**config.mk**
```make
export PLATFORM = sky130hd
export DESIGN_NAME = timer_ch4_io_control_cd
export DESIGN_NICKNAME = d
export VERILOG_FILES = /design/src/timer_ch4_pkg.sv /design/src/pin_unit_if.sv /design/src/pin_sync.sv /design/src/pin_unit.sv /design/src/timer_ch4_io_control_cd.sv
export SDC_FILE = /design/constraint.sdc
export NUM_CORES = 1
export LEC_CHECK = 0
export BUFFER_PORTS_ARGS = -buffer_cell sky130_fd_sc_hd__buf_4
export CORE_MARGIN = 5
export CORE_UTILIZATION = 51
export CTS_CLUSTER_DIAMETER = 200
export DETAILED_ROUTE_END_ITERATION = 6
export PLACE_DENSITY = 0.75
export SLEW_MARGIN = 20
export SYNTH_ARGS = -nofsm -noshare
export SYNTH_HDL_FRONTEND = slang
export SYNTH_SLANG_ARGS = --single-unit
```
**constraint.sdc**
```tcl
create_clock -name pclk -period 2.1 [get_ports pclk]
set_input_delay 0.21 -clock pclk [delete_from_list [all_inputs] [get_ports pclk]]
set_output_delay 0.21 -clock pclk [all_outputs]
set_load 0.05 [all_outputs]
```
**src/timer_ch4_pkg.sv**
```systemverilog
// package: constants and types shared by the channel 4 pin c/d control block
// assumes: apb slave with 32-bit data, byte addresses, one word per register
package timer_ch4_pkg;
  localparam int CNT_W_DEF = 16;
  localparam int ADDR_W = 8;
  localparam int ST_W = 4;
  localparam logic [7:0] OFS_IO_CONTROL = 8'h00;
  localparam logic [7:0] OFS_MODE = 8'h04;
  localparam logic [7:0] OFS_GREG_C = 8'h08;
  localparam logic [7:0] OFS_GREG_D = 8'h0C;
  localparam logic [7:0] OFS_STATUS = 8'h10;
  localparam logic [7:0] OFS_MASK = 8'h14;
  localparam int FLD_C_LSB = 0;
  localparam int FLD_D_LSB = 4;
  localparam int SEL_INPUT_BIT = 3;
  localparam int SEL_INIT_BIT = 2;
  localparam int MODE_BUF_A_BIT = 0;
  localparam int MODE_BUF_B_BIT = 1;
  localparam int ST_MATCH_C = 0;
  localparam int ST_CAPT_C = 1;
  localparam int ST_MATCH_D = 2;
  localparam int ST_CAPT_D = 3;
  localparam logic [7:0] IO_CONTROL_RST = 8'h00;
  localparam logic [1:0] MODE_RST = 2'h0;
  localparam logic [3:0] STATUS_RST = 4'h0;
  localparam logic [3:0] MASK_RST = 4'h0;
  localparam logic PIN_RST = 1'b0;
  localparam logic OE_RST = 1'b1;

  typedef enum logic [2:0] {
    FUNC_HOLD, FUNC_CLEAR, FUNC_SET, FUNC_TOGGLE,
    FUNC_CAPT_RISE, FUNC_CAPT_FALL, FUNC_CAPT_BOTH
  } pin_func_t;

  function automatic pin_func_t decode_func(input logic [3:0] f);
    pin_func_t r;
    r = FUNC_HOLD;
    if (f[SEL_INPUT_BIT]) begin
      if (f[1]) r = FUNC_CAPT_BOTH;
      else if (f[0]) r = FUNC_CAPT_FALL;
      else r = FUNC_CAPT_RISE;
    end else begin
      unique case (f[1:0])
        2'h0: r = FUNC_HOLD;
        2'h1: r = FUNC_CLEAR;
        2'h2: r = FUNC_SET;
        2'h3: r = FUNC_TOGGLE;
      endcase
    end
    return r;
  endfunction : decode_func
endpackage : timer_ch4_pkg

```
**src/pin_unit_if.sv**
```systemverilog
// interface: one pin's control, compare and capture signals
// assumes: driven by the top on pclk, consumed by pin_unit
`timescale 1ns/1ps
interface pin_unit_if #(parameter int CNT_W = 16);
  logic [3:0] field;
  logic blocked;
  logic init_load;
  logic count_step;
  logic [CNT_W-1:0] counter;
  logic [CNT_W-1:0] greg;
  logic pin_in;
  logic pin_out;
  logic pin_oe;
  logic match;
  logic capture;
  modport unit (input field, blocked, init_load, count_step, counter, greg, pin_in,
                output pin_out, pin_oe, match, capture);
  modport host (output field, blocked, init_load, count_step, counter, greg, pin_in,
                input pin_out, pin_oe, match, capture);
endinterface : pin_unit_if

```
**src/pin_sync.sv**
```systemverilog
// module: two-flop synchroniser for pin levels
// assumes: inputs asynchronous to pclk
`timescale 1ns/1ps
module pin_sync #(parameter int W = 2) (
  input wire logic pclk,
  input wire logic presetn,
  input wire logic [W-1:0] d,
  output logic [W-1:0] q
);
  logic [W-1:0] meta;
  always_ff @(posedge pclk or negedge presetn) begin
    if (!presetn) begin
      meta <= '0;
      q <= '0;
    end else begin
      meta <= d;
      q <= meta;
    end
  end
endmodule : pin_sync

```
**src/pin_unit.sv**
```systemverilog
// module: compare output and capture edge logic for one timer pin
// assumes: pin_in already synchronised, counter and greg on pclk
`timescale 1ns/1ps
module pin_unit
  import timer_ch4_pkg::*;
(
  input wire logic pclk,
  input wire logic presetn,
  pin_unit_if.unit pu
);
  pin_func_t func;
  logic pin_prev;
  logic rise;
  logic fall;
  logic out_mode;
  logic drives;
  logic match_hit;
  logic capt_hit;
  logic next_pin;

  assign func = decode_func(pu.field);
  assign out_mode = !pu.field[SEL_INPUT_BIT];
  assign rise = pu.pin_in & ~pin_prev;
  assign fall = ~pu.pin_in & pin_prev;
  assign drives = (func == FUNC_CLEAR) || (func == FUNC_SET) || (func == FUNC_TOGGLE);
  // compare match only on a counter step that lands on the register
  assign match_hit = out_mode && !pu.blocked && pu.count_step
                     && (pu.counter == pu.greg);
  assign capt_hit = !out_mode && !pu.blocked && (
                    (func == FUNC_CAPT_RISE && rise) ||
                    (func == FUNC_CAPT_FALL && fall) ||
                    (func == FUNC_CAPT_BOTH && (rise || fall)));
  assign pu.match = match_hit;
  assign pu.capture = capt_hit;

  always_comb begin
    next_pin = pu.pin_out;
    if (pu.init_load && drives && !pu.blocked) begin
      next_pin = pu.field[SEL_INIT_BIT];
    end else if (match_hit) begin
      unique case (func)
        FUNC_CLEAR: next_pin = 1'b0;
        FUNC_SET: next_pin = 1'b1;
        FUNC_TOGGLE: next_pin = ~pu.pin_out;
        default: next_pin = pu.pin_out;
      endcase
    end
  end

  always_ff @(posedge pclk or negedge presetn) begin
    if (!presetn) begin
      pin_prev <= 1'b0;
      pu.pin_out <= PIN_RST;
      pu.pin_oe <= OE_RST;
    end else begin
      pin_prev <= pu.pin_in;
      pu.pin_out <= next_pin;
      pu.pin_oe <= out_mode;
    end
  end
endmodule : pin_unit

```
**src/timer_ch4_io_control_cd.sv**
```systemverilog
// module: channel 4 pin c/d function select with compare, capture, apb regs
// assumes: counter_value and count_step come from the channel counter on pclk;
// pins are asynchronous and synchronised here
//
// Design decisions made here: register access over APB and the address map.
`timescale 1ns/1ps
module timer_ch4_io_control_cd
  import timer_ch4_pkg::*;
#(
  parameter int CNT_W = CNT_W_DEF
) (
  input wire logic pclk,
  input wire logic presetn,
  input wire logic psel,
  input wire logic penable,
  input wire logic pwrite,
  input wire logic [timer_ch4_pkg::ADDR_W-1:0] paddr,
  input wire logic [31:0] pwdata,
  output logic [31:0] prdata,
  output logic pready,
  output logic pslverr,
  input wire logic count_step,
  input wire logic [CNT_W-1:0] counter_value,
  input wire logic channel4_pin_c_in,
  output logic channel4_pin_c_out,
  output logic channel4_pin_c_oe,
  input wire logic channel4_pin_d_in,
  output logic channel4_pin_d_out,
  output logic channel4_pin_d_oe,
  output logic irq
);
  import timer_ch4_pkg::*;

  logic [7:0] channel4_pin_cd_io_control;
  logic [1:0] channel4_timer_mode_reg;
  logic [CNT_W-1:0] channel4_general_reg_c;
  logic [CNT_W-1:0] channel4_general_reg_d;
  logic [ST_W-1:0] status;
  logic [ST_W-1:0] mask;
  logic [ST_W-1:0] next_status;
  logic [1:0] pins_sync;
  logic io_written;

  pin_unit_if #(.CNT_W(CNT_W)) pu_c ();
  pin_unit_if #(.CNT_W(CNT_W)) pu_d ();

  // apb decode
  wire setup_phase = psel && !penable;
  wire sel_io = (paddr == OFS_IO_CONTROL);
  wire sel_mode = (paddr == OFS_MODE);
  wire sel_greg_c = (paddr == OFS_GREG_C);
  wire sel_greg_d = (paddr == OFS_GREG_D);
  wire sel_status = (paddr == OFS_STATUS);
  wire sel_mask = (paddr == OFS_MASK);
  wire addr_hit = sel_io || sel_mode || sel_greg_c || sel_greg_d
                  || sel_status || sel_mask;
  wire wr_take = psel && penable && pready && pwrite && addr_hit;
  wire wr_io = wr_take && sel_io;
  wire wr_mode = wr_take && sel_mode;
  wire wr_greg_c = wr_take && sel_greg_c;
  wire wr_greg_d = wr_take && sel_greg_d;
  wire wr_status = wr_take && sel_status;
  wire wr_mask = wr_take && sel_mask;

  wire [31:0] rd_io = {24'h000000, channel4_pin_cd_io_control};
  wire [31:0] rd_mode = {30'h00000000, channel4_timer_mode_reg};
  wire [31:0] rd_greg_c = {{(32-CNT_W){1'b0}}, channel4_general_reg_c};
  wire [31:0] rd_greg_d = {{(32-CNT_W){1'b0}}, channel4_general_reg_d};
  wire [31:0] rd_status = {28'h0000000, status};
  wire [31:0] rd_mask = {28'h0000000, mask};
  wire [31:0] read_word = sel_io ? rd_io :
                          sel_mode ? rd_mode :
                          sel_greg_c ? rd_greg_c :
                          sel_greg_d ? rd_greg_d :
                          sel_status ? rd_status :
                          sel_mask ? rd_mask : 32'h00000000;

  // the c register is the buffer of a, the d register the buffer of b
  wire block_c = channel4_timer_mode_reg[MODE_BUF_A_BIT];
  wire block_d = channel4_timer_mode_reg[MODE_BUF_B_BIT];

  // write one to clear; a hardware event in the same cycle wins
  wire [ST_W-1:0] st_clear = wr_status ? pwdata[ST_W-1:0] : 4'h0;
  wire [ST_W-1:0] st_event = {pu_d.capture, pu_d.match, pu_c.capture, pu_c.match};

  assign next_status = (status & ~st_clear) | st_event;

  // apb slave: one wait-free access phase, read data latched in setup
  always_ff @(posedge pclk or negedge presetn) begin
    if (!presetn) begin
      pready <= 1'b0;
      pslverr <= 1'b0;
      prdata <= 32'h00000000;
    end else begin
      pready <= setup_phase;
      pslverr <= setup_phase && !addr_hit;
      if (setup_phase) begin
        prdata <= (!pwrite && addr_hit) ? read_word : 32'h00000000;
      end
    end
  end

  always_ff @(posedge pclk or negedge presetn) begin
    if (!presetn) begin
      channel4_pin_cd_io_control <= IO_CONTROL_RST;
      channel4_timer_mode_reg <= MODE_RST;
      mask <= MASK_RST;
      io_written <= 1'b0;
    end else begin
      io_written <= wr_io;
      if (wr_io) begin
        channel4_pin_cd_io_control <= pwdata[7:0];
      end
      if (wr_mode) begin
        channel4_timer_mode_reg <= pwdata[1:0];
      end
      if (wr_mask) begin
        mask <= pwdata[ST_W-1:0];
      end
    end
  end

  // capture beats a software write to the same register
  always_ff @(posedge pclk or negedge presetn) begin
    if (!presetn) begin
      channel4_general_reg_c <= '0;
    end else if (pu_c.capture) begin
      channel4_general_reg_c <= counter_value;
    end else if (wr_greg_c) begin
      channel4_general_reg_c <= pwdata[CNT_W-1:0];
    end
  end

  always_ff @(posedge pclk or negedge presetn) begin
    if (!presetn) begin
      channel4_general_reg_d <= '0;
    end else if (pu_d.capture) begin
      channel4_general_reg_d <= counter_value;
    end else if (wr_greg_d) begin
      channel4_general_reg_d <= pwdata[CNT_W-1:0];
    end
  end

  always_ff @(posedge pclk or negedge presetn) begin
    if (!presetn) begin
      status <= STATUS_RST;
      irq <= 1'b0;
    end else begin
      status <= next_status;
      irq <= |(status & mask);
    end
  end

  pin_sync #(.W(2)) u_sync (
    .pclk(pclk),
    .presetn(presetn),
    .d({channel4_pin_d_in, channel4_pin_c_in}),
    .q(pins_sync)
  );

  // initial level is applied the cycle after the field is written
  assign pu_c.field = channel4_pin_cd_io_control[FLD_C_LSB+:4];
  assign pu_c.blocked = block_c;
  assign pu_c.init_load = io_written;
  assign pu_c.count_step = count_step;
  assign pu_c.counter = counter_value;
  assign pu_c.greg = channel4_general_reg_c;
  assign pu_c.pin_in = pins_sync[0];

  assign pu_d.field = channel4_pin_cd_io_control[FLD_D_LSB+:4];
  assign pu_d.blocked = block_d;
  assign pu_d.init_load = io_written;
  assign pu_d.count_step = count_step;
  assign pu_d.counter = counter_value;
  assign pu_d.greg = channel4_general_reg_d;
  assign pu_d.pin_in = pins_sync[1];

  pin_unit u_unit_c (
    .pclk(pclk),
    .presetn(presetn),
    .pu(pu_c.unit)
  );

  pin_unit u_unit_d (
    .pclk(pclk),
    .presetn(presetn),
    .pu(pu_d.unit)
  );

  assign channel4_pin_c_out = pu_c.pin_out;
  assign channel4_pin_c_oe = pu_c.pin_oe;
  assign channel4_pin_d_out = pu_d.pin_out;
  assign channel4_pin_d_oe = pu_d.pin_oe;

  wire [3:0] fc = channel4_pin_cd_io_control[FLD_C_LSB+:4];
  wire [3:0] fd = channel4_pin_cd_io_control[FLD_D_LSB+:4];
  wire hit_c = count_step && (counter_value == channel4_general_reg_c);
  wire hit_d = count_step && (counter_value == channel4_general_reg_d);
  logic sync_c_prev;
  logic sync_d_prev;
  // edge history for the checks, kept apart from the units so a unit fault shows
  always_ff @(posedge pclk or negedge presetn) begin
    if (!presetn) begin
      sync_c_prev <= 1'b0;
      sync_d_prev <= 1'b0;
    end else begin
      sync_c_prev <= pins_sync[0];
      sync_d_prev <= pins_sync[1];
    end
  end

  wire rise_c = pins_sync[0] && !sync_c_prev;
  wire fall_c = !pins_sync[0] && sync_c_prev;
  wire rise_d = pins_sync[1] && !sync_d_prev;
  wire fall_d = !pins_sync[1] && sync_d_prev;
endmodule : timer_ch4_io_control_cd

```
==> impl_metrics.py, run 1 <==
metrics = {
    "run_status": {
        "status": "finished clean",
    },
    "clock_tree": {
        "postCtsSetupRepairBufs": 0,
        "h-tree-depth": 3,
        "cts_hold_buffers": 3,
        "cts.clk_slew.worst_paths_ps": 80,
        "cts.sinks": 80,
        "clk_path_buf_depth": 2,
        "cts_buffers": 9,
        "cts_tree": "done",
        "cts_resized": 0,
        "worst_skew_pair.late_latency_ps": 360,
        "cts_root_buffer": "sky130_fd_sc_hd__clkbuf_8",
    },
    "power_and_ir_drop": {
        "clock_network_power_share_pct": 34.8,
        "power.switching_fraction_pct": 28.0,
        "power.total_mw": 3.31,
        "p_sw_mw": 0.925,
        "power_density_mw_per_mm2": 646,
        "leakage_nw": 2.40,
        "cell_internal_pwr_mw": 2.38,
        "combPwrFrac_pct": 14.9,
        "worst_ir_drop_vdd_v": 0.000330,
        "power.share.sequential_pct": 50.4,
    },
    "sta": {
        "setup-violations-final": 0,
        "fin_hold_ws_ps": 115,
        "final_min_period_over_clock_period_pct": 90.1,
        "worst_pin_slew_ps": 658,
        "number_of_max_slew_violations_in_the_final_report": 0,
        "finalHoldViolations": 0,
        "setup_tns_ps": 0,
        "slew-limit-headroom_pct": 56.2,
        "min_period_ps": 1890,
        "maxClockFrequency_mhz": 529,
        "fin_worst_skew_ps": 16.7,
        "grt_setup_unrepaired": "no",
    },
    "finish": {
        "seq_area_mm2": 0.00200,
        "highest_count_cells_in_the_layout_ignoring_fill_and_taps": "sky130_fd_sc_hd__nand2_1 (103), sky130_fd_sc_hd__buf_4 (80), sky130_fd_sc_hd__dfrtp_1 (78), sky130_fd_sc_hd__nor2_1 (43), sky130_fd_sc_hd__a31oi_1 (33)",
        "finalNetCount": 610,
        "fillerInstances": 721,
        "layout-area-overhead-vs-synth_pct": 20.4,
        "fraction_of_final_layout_cells_with_drive_strength_greater_than_1_pct": 21.0,
        "stdcell_count": 652,
        "layout.cell_area.non_filler_mm2": 0.00512,
        "multiInputGateArea_mm2": 0.00204,
        "final_common_cell": "sky130_fd_sc_hd__nand2_1",
        "largest_registers": "channel4_general_reg_c (16), channel4_general_reg_d (16), prdata (16)",
        "num_antenna_cells": 0,
    },
    "place": {
        "place.gp.congestion": 0.867,
        "dp_cells": 633,
        "post_dp_cell_area_mm2": 0.00489,
        "hpwl_um": 8010,
        "buffer_ports.inserted": 70,
    },
    "floorplan": {
        "floorplan.die.height_um": 101,
        "core_region_area_mm2": 0.00818,
        "overall_die_area_mm2": 0.0103,
        "ioPinCount": 103,
        "chipWidth_um": 101,
        "initial_util_pct": 52.0,
        "placement_rows": 33,
    },
    "synthesis": {
        "postSynthRegisterBits": 80,
        "syn_inst": 468,
        "yosys_warnings": 0,
        "avgSynthCellArea_um2": 9.09,
        "sequential_cell_area_fraction_in_the_yosys_report_pct": 47.1,
        "synthesis.area_mm2": 0.00425,
        "synth_cell_types": 44,
        "synthTopCellsByArea": "sky130_fd_sc_hd__dfrtp_1 (46%), sky130_fd_sc_hd__nand2_1 (9.1%), sky130_fd_sc_hd__mux2i_1 (5.6%)",
        "post-synth-top-area-fraction_pct": 45.9,
        "yosys.area.top_type": "sky130_fd_sc_hd__dfrtp_1",
    },
    "global_route": {
        "grt_pass1_wl_um": 17100,
        "grt_most_used_layer": "met2",
        "globalRoute.totalOverflow": 0,
        "grt_start_max_net_pins": 51,
        "antenna_found_initial": 0,
        "grt_util_met1_pct": 29.9,
        "global_route.usage.met2_pct": 34.2,
        "globalRouteMet3Util_pct": 4.96,
        "grtUsageTotal_pct": 21.7,
        "grt_pass1_vias": 3456,
    },
    "critical_path": {
        "crit-reg2reg-capture": "u_unit_c.pu.pin_out$_DFFE_PN0P_",
        "rr_worst_depth": 5,
        "kind_of_end_point_of_the_critical_path": "flop",
        "worst_setup_path_startpoint": "channel4_general_reg_c[10]$_DFFE_PN0P_",
        "r2r_slack_ps": 210,
        "worst_ep_arrival_time_ps": 2120,
        "worstReg2RegStart": "channel4_general_reg_c[10]$_DFFE_PN0P_",
        "worstPathRequired_ps": 2330,
        "path_class": "reg2reg",
        "cp-start-kind": "flop",
        "critical_path_peak_fanout": 3,
    },
    "drt": {
        "antenna_violating_nets_post_route": 0,
        "detail_route.iter0.violations": 234,
        "drt-pass1-iter-count": 5,
        "per_cell_via_count_in_the_routed_design": 5.57,
        "final_wirelength_um": 11100,
        "post_dr_wirelength_cell_um": 16.9,
        "total_via_count_in_the_routed_design": 3629,
        "drcViolationCount": 0,
    },
    "run": {
        "drv.max_cap_violation_count": 0,
    },
    "min_path": {
        "hp-class": "in2reg",
        "whs_endpoint": "channel4_pin_cd_io_control[6]$_DFFE_PN0P_",
        "hp-start": "pwdata[6]",
        "hold_path_depth": 2,
    },
}
worst max-delay path, cell delays in order, from the launching register on:
cell and delay, ps:
sky130_fd_sc_hd__dfrtp_1 410, sky130_fd_sc_hd__xor2_1 160, sky130_fd_sc_hd__nor4_1 310, sky130_fd_sc_hd__nand4_1 130
sky130_fd_sc_hd__or4_1 600, sky130_fd_sc_hd__mux2i_1 160
layer usage:
metal	routed length (µm)	part of all wire, %
met4	214	1.9
met2	5230	47
met3	859	7.8
met1	4740	43
met5	0	0
cell usage after synthesis (all sizes together):
cell type  count
nor3           5
nor2          43
a21oi          3
buf           21
ha             4
o2111ai        2
a22oi          7
nand4          7
and4           1
o22ai          2
o41a           2
nand3          8
nand2        103
or3            1
nand3b         2
and2           2
a32oi          2
clkbuf        17
conb           1
o41ai          2
o21ai         31
dfstp          2
a31oi         33
mux2           5
inv           15
xnor2         24
mux2i         24
nor2b          2
or4            3
nand2b         2
or2            2
nor4           4
dfrtp         78
xor2           8
area by class of cell:
| cell class | count | share of cell area, % |
|---|---|---|
| tap | 105 | 2.57 |
| multi-input combinational | 350 | 39.8 |
| sequential | 80 | 39.1 |
| clock buffer | 11 | 2.76 |
| clock inverter | 5 | 1.10 |
| inverter | 15 | 1.10 |
| timing repair buffer | 86 | 13.5 |
power groups by stage:
stage | registers [mW] | logic, mW | clock network (mW)
2_1_floorplan | 1.69 | 0.303 | 0
3_3_place_gp | 1.69 | 0.477 | 0
3_5_place_dp | 1.69 | 0.487 | 0
4_1_cts | 1.66 | 0.493 | 1.16
5_1_grt | 1.67 | 0.538 | 1.23
6_report | 1.66 | 0.492 | 1.15
cells by family (layout without fill, tap and decap cells):
logic type,Yosys count,in the layout,synth area share [%]
adder cells (fa/ha/maj),4,4,1.18
XOR/XNOR,32,32,6.59
flip-flops,80,80,47.1
buffers and inverters,53,117,6.53
AO/OA/AOI/OAI,84,84,12.3
multiplexers,29,29,6.97
AND/OR/NAND/NOR,185,185,19.2
other,1,16,0.0882
per-stage QoR:
step / utilization (%) / worst slack [ps]
2_1_floorplan: - / 260
3_3_place_gp: 59.9 / 194
3_5_place_dp: 59.9 / 166
4_1_cts: 62.6 / 191
5_1_grt: 62.6 / 92.4
6_report: 62.6 / 208
how the worst max path moves through the flow:
stage / cells after the start / end
6_report: 5 / u_unit_c.pu.pin_out$_DFFE_PN0P_
2_1_floorplan: 7 / channel4_general_reg_c[10]$_DFFE_PN0P_
4_1_cts: 5 / u_unit_c.pu.pin_out$_DFFE_PN0P_
3_3_place_gp: 5 / prdata[13]$_DFFE_PN0P_
3_5_place_dp: 5 / prdata[13]$_DFFE_PN0P_
5_1_grt: 5 / u_unit_c.pu.pin_out$_DFFE_PN0P_
No activity file was read; power rests on OpenSTA's default activity.
==> inputs of run 2 (changes only) <==
- CORE_UTILIZATION: 51 -> 35
- PLACE_DENSITY: 0.75 -> 0.54
- RECOVER_POWER: not set -> 100
==> impl_metrics.py, run 2 (synthesis gave the netlist of run 1 again) <==
metrics = {
    "run_status": {
        "status": "finished clean",
    },
    "place": {
        "place.gp.congestion": 0.806,
        "hpwl_um": 8780,
        "dp_cells": 676,
        "buffer_ports.inserted": 70,
        "place_worst_setup_slack_ps": 145,
    },
    "floorplan": {
        "placement_rows": 40,
        "core_region_area_mm2": 0.0120,
        "ioPinCount": 103,
        "overall_die_area_mm2": 0.0145,
        "initial_util_pct": 35.6,
        "chipWidth_um": 120,
        "floorplan.die.height_um": 120,
    },
    "sta": {
        "finalHoldViolations": 0,
        "slew-limit-headroom_pct": 33.8,
        "fin_worst_skew_ps": 6.85,
        "setup-violations-final": 0,
        "setup_tns_ps": 0,
        "final_min_period_over_clock_period_pct": 91.1,
        "number_of_max_slew_violations_in_the_final_report": 0,
        "setup_slack_ps": 188,
        "maxClockFrequency_mhz": 523,
        "worst_pin_slew_ps": 993,
        "grt_setup_unrepaired": "no",
        "min_period_ps": 1910,
    },
    "global_route": {
        "grtUsageTotal_pct": 17.0,
        "globalRoute.totalOverflow": 0,
        "grt_pass1_wl_um": 19100,
        "grt_pass1_vias": 3567,
        "grt_start_max_net_pins": 39,
        "antenna_found_initial": 0,
    },
    "power_and_ir_drop": {
        "power.share.sequential_pct": 45.7,
        "power.total_mw": 3.65,
        "power_density_mw_per_mm2": 711,
        "p_sw_mw": 0.958,
        "clock_network_power_share_pct": 41.0,
        "cell_internal_pwr_mw": 2.69,
        "combPwrFrac_pct": 13.3,
        "leakage_nw": 2.33,
        "worst_ir_drop_vdd_v": 0.000279,
        "power.switching_fraction_pct": 26.3,
    },
    "run": {
        "drv.max_cap_violation_count": 0,
    },
    "clock_tree": {
        "cts_buffers": 9,
        "cts_root_buffer": "sky130_fd_sc_hd__clkbuf_16",
        "h-tree-depth": 3,
        "clk_path_buf_depth": 2,
        "cts.clk_slew.worst_paths_ps": 60,
        "cts_tree": "done",
        "worst_skew_pair.late_latency_ps": 340,
        "cts.sinks": 80,
        "cts_resized": 0,
    },
    "critical_path": {
        "slowest_stage": "sky130_fd_sc_hd__or4_1",
        "timing.critical_path.max_delay_family": "simple AND/OR/NAND/NOR gates",
        "rr_worst_depth": 5,
        "r2r_slack_ps": 190,
        "worstPathRequired_ps": 2320,
        "critical_path_peak_fanout": 3,
        "critical_path.cell_chain": "xor2_1 -> nor4_1 -> nand4_1 -> or4_1 -> mux2i_1",
        "worstReg2RegStart": "channel4_general_reg_d[9]$_DFFE_PN0P_",
        "cp-start-kind": "flop",
        "path_class": "reg2reg",
        "worst_ep_arrival_time_ps": 2130,
        "kind_of_end_point_of_the_critical_path": "flop",
        "critical_path.n_buffers_inverters": 0,
        "critical_path.max_stage_delay_ps": 620,
        "crit-reg2reg-capture": "u_unit_d.pu.pin_out$_DFFE_PN0P_",
    },
    "finish": {
        "final_common_cell": "sky130_fd_sc_hd__nand2_1",
        "fillerInstances": 1218,
        "largest_registers": "channel4_general_reg_c (16), channel4_general_reg_d (16), prdata (16)",
        "finalNetCount": 611,
        "highest_count_cells_in_the_layout_ignoring_fill_and_taps": "sky130_fd_sc_hd__nand2_1 (103), sky130_fd_sc_hd__dfrtp_1 (78), sky130_fd_sc_hd__buf_4 (46), sky130_fd_sc_hd__nor2_1 (43), sky130_fd_sc_hd__a31oi_1 (33)",
        "fraction_of_final_layout_cells_with_drive_strength_greater_than_1_pct": 15.1,
        "stdcell_count": 695,
        "num_antenna_cells": 0,
        "layout-area-overhead-vs-synth_pct": 20.7,
    },
    "drt": {
        "post_dr_wirelength_cell_um": 17.0,
        "drcViolationCount": 0,
        "final_wirelength_um": 11800,
        "antenna_violating_nets_post_route": 0,
        "detail_route.iter0.violations": 232,
        "per_cell_via_count_in_the_routed_design": 5.10,
        "total_via_count_in_the_routed_design": 3542,
        "drt-pass1-iter-count": 4,
    },
    "min_path": {
        "whs_endpoint": "channel4_pin_cd_io_control[4]$_DFFE_PN0P_",
        "hp-start": "pwdata[4]",
        "hold_path_depth": 2,
        "hp-class": "in2reg",
    },
}
-- run 2: changes by cell type in the layout (fill, tap and decap cells not counted), sizes merged --
cell | previous run | this run
buf | 83 | 50
bufinv | 1 | 0
clkbuf | 11 | 47
clkinvlp | 1 | 0
-- run 2: cell type report --
class / instances / area [µm²] / area share, %
multi-input cells: 350 / 2000 / 39.0
inverters: 15 / 56.3 / 1.10
flip-flops and latches: 80 / 2000 / 39.0
repair buffers: 87 / 602 / 11.7
clock inverters: 3 / 15.0 / 0.292
clock buffers: 13 / 270 / 5.26
well taps: 147 / 184 / 3.58
-- run 2: worst max path at each step --
stage,end,from,cells past startpoint,slack (ps)
after floorplan,channel4_general_reg_c[10]$_DFFE_PN0P_,pready$_DFF_PN0_,7,260
after global placement,prdata[13]$_DFFE_PN0P_,paddr[5],5,160
after detailed placement,prdata[11]$_DFFE_PN0P_,paddr[5],5,140
after CTS,u_unit_d.pu.pin_out$_DFFE_PN0P_,channel4_general_reg_d[4]$_DFFE_PN0P_,5,150
after global routing,u_unit_d.pu.pin_out$_DFFE_PN0P_,channel4_general_reg_d[4]$_DFFE_PN0P_,5,70
final,u_unit_d.pu.pin_out$_DFFE_PN0P_,channel4_general_reg_d[9]$_DFFE_PN0P_,5,190
-- run 2: worst reg2reg max path: stages, from the launching register on --
cell                      delay [ps]
sky130_fd_sc_hd__dfrtp_1         410
sky130_fd_sc_hd__xor2_1          170
sky130_fd_sc_hd__nor4_1          300
sky130_fd_sc_hd__nand4_1         140
sky130_fd_sc_hd__or4_1           620
sky130_fd_sc_hd__mux2i_1         160
-- run 2: layer usage --
layer	share of wire (%)	track usage, %
met1	46	23.3
met2	47	26.5
met3	6.1	3.09
met4	1.3	7.37
met5	0	0
-- run 2: repair_timing --
item / 4_1_cts / 5_1_grt
setup buffers: 0 / 0
hold buffers: 3 / 0
endpoints found under the hold margin: 36 / 0
-- run 2: per-stage QoR --
step | hold slack [ps] | utilization [%] | instance area [µm²]
2_1_floorplan | -85.6 | - | 4310
3_3_place_gp | 219 | 41.5 | 4970
3_5_place_dp | 223 | 41.5 | 4970
4_1_cts | 125 | 44.2 | 5280
5_1_grt | 128 | 42.9 | 5130
6_report | 135 | 42.9 | 5130
-- run 2: power groups by stage --
stage	Sequential, mW	Combinational (mW)	Clock (mW)
2_1_floorplan	1.69	0.303	0
3_3_place_gp	1.69	0.490	0
3_5_place_dp	1.70	0.495	0
4_1_cts	1.67	0.502	1.52
5_1_grt	1.68	0.536	1.60
6_report	1.67	0.485	1.50
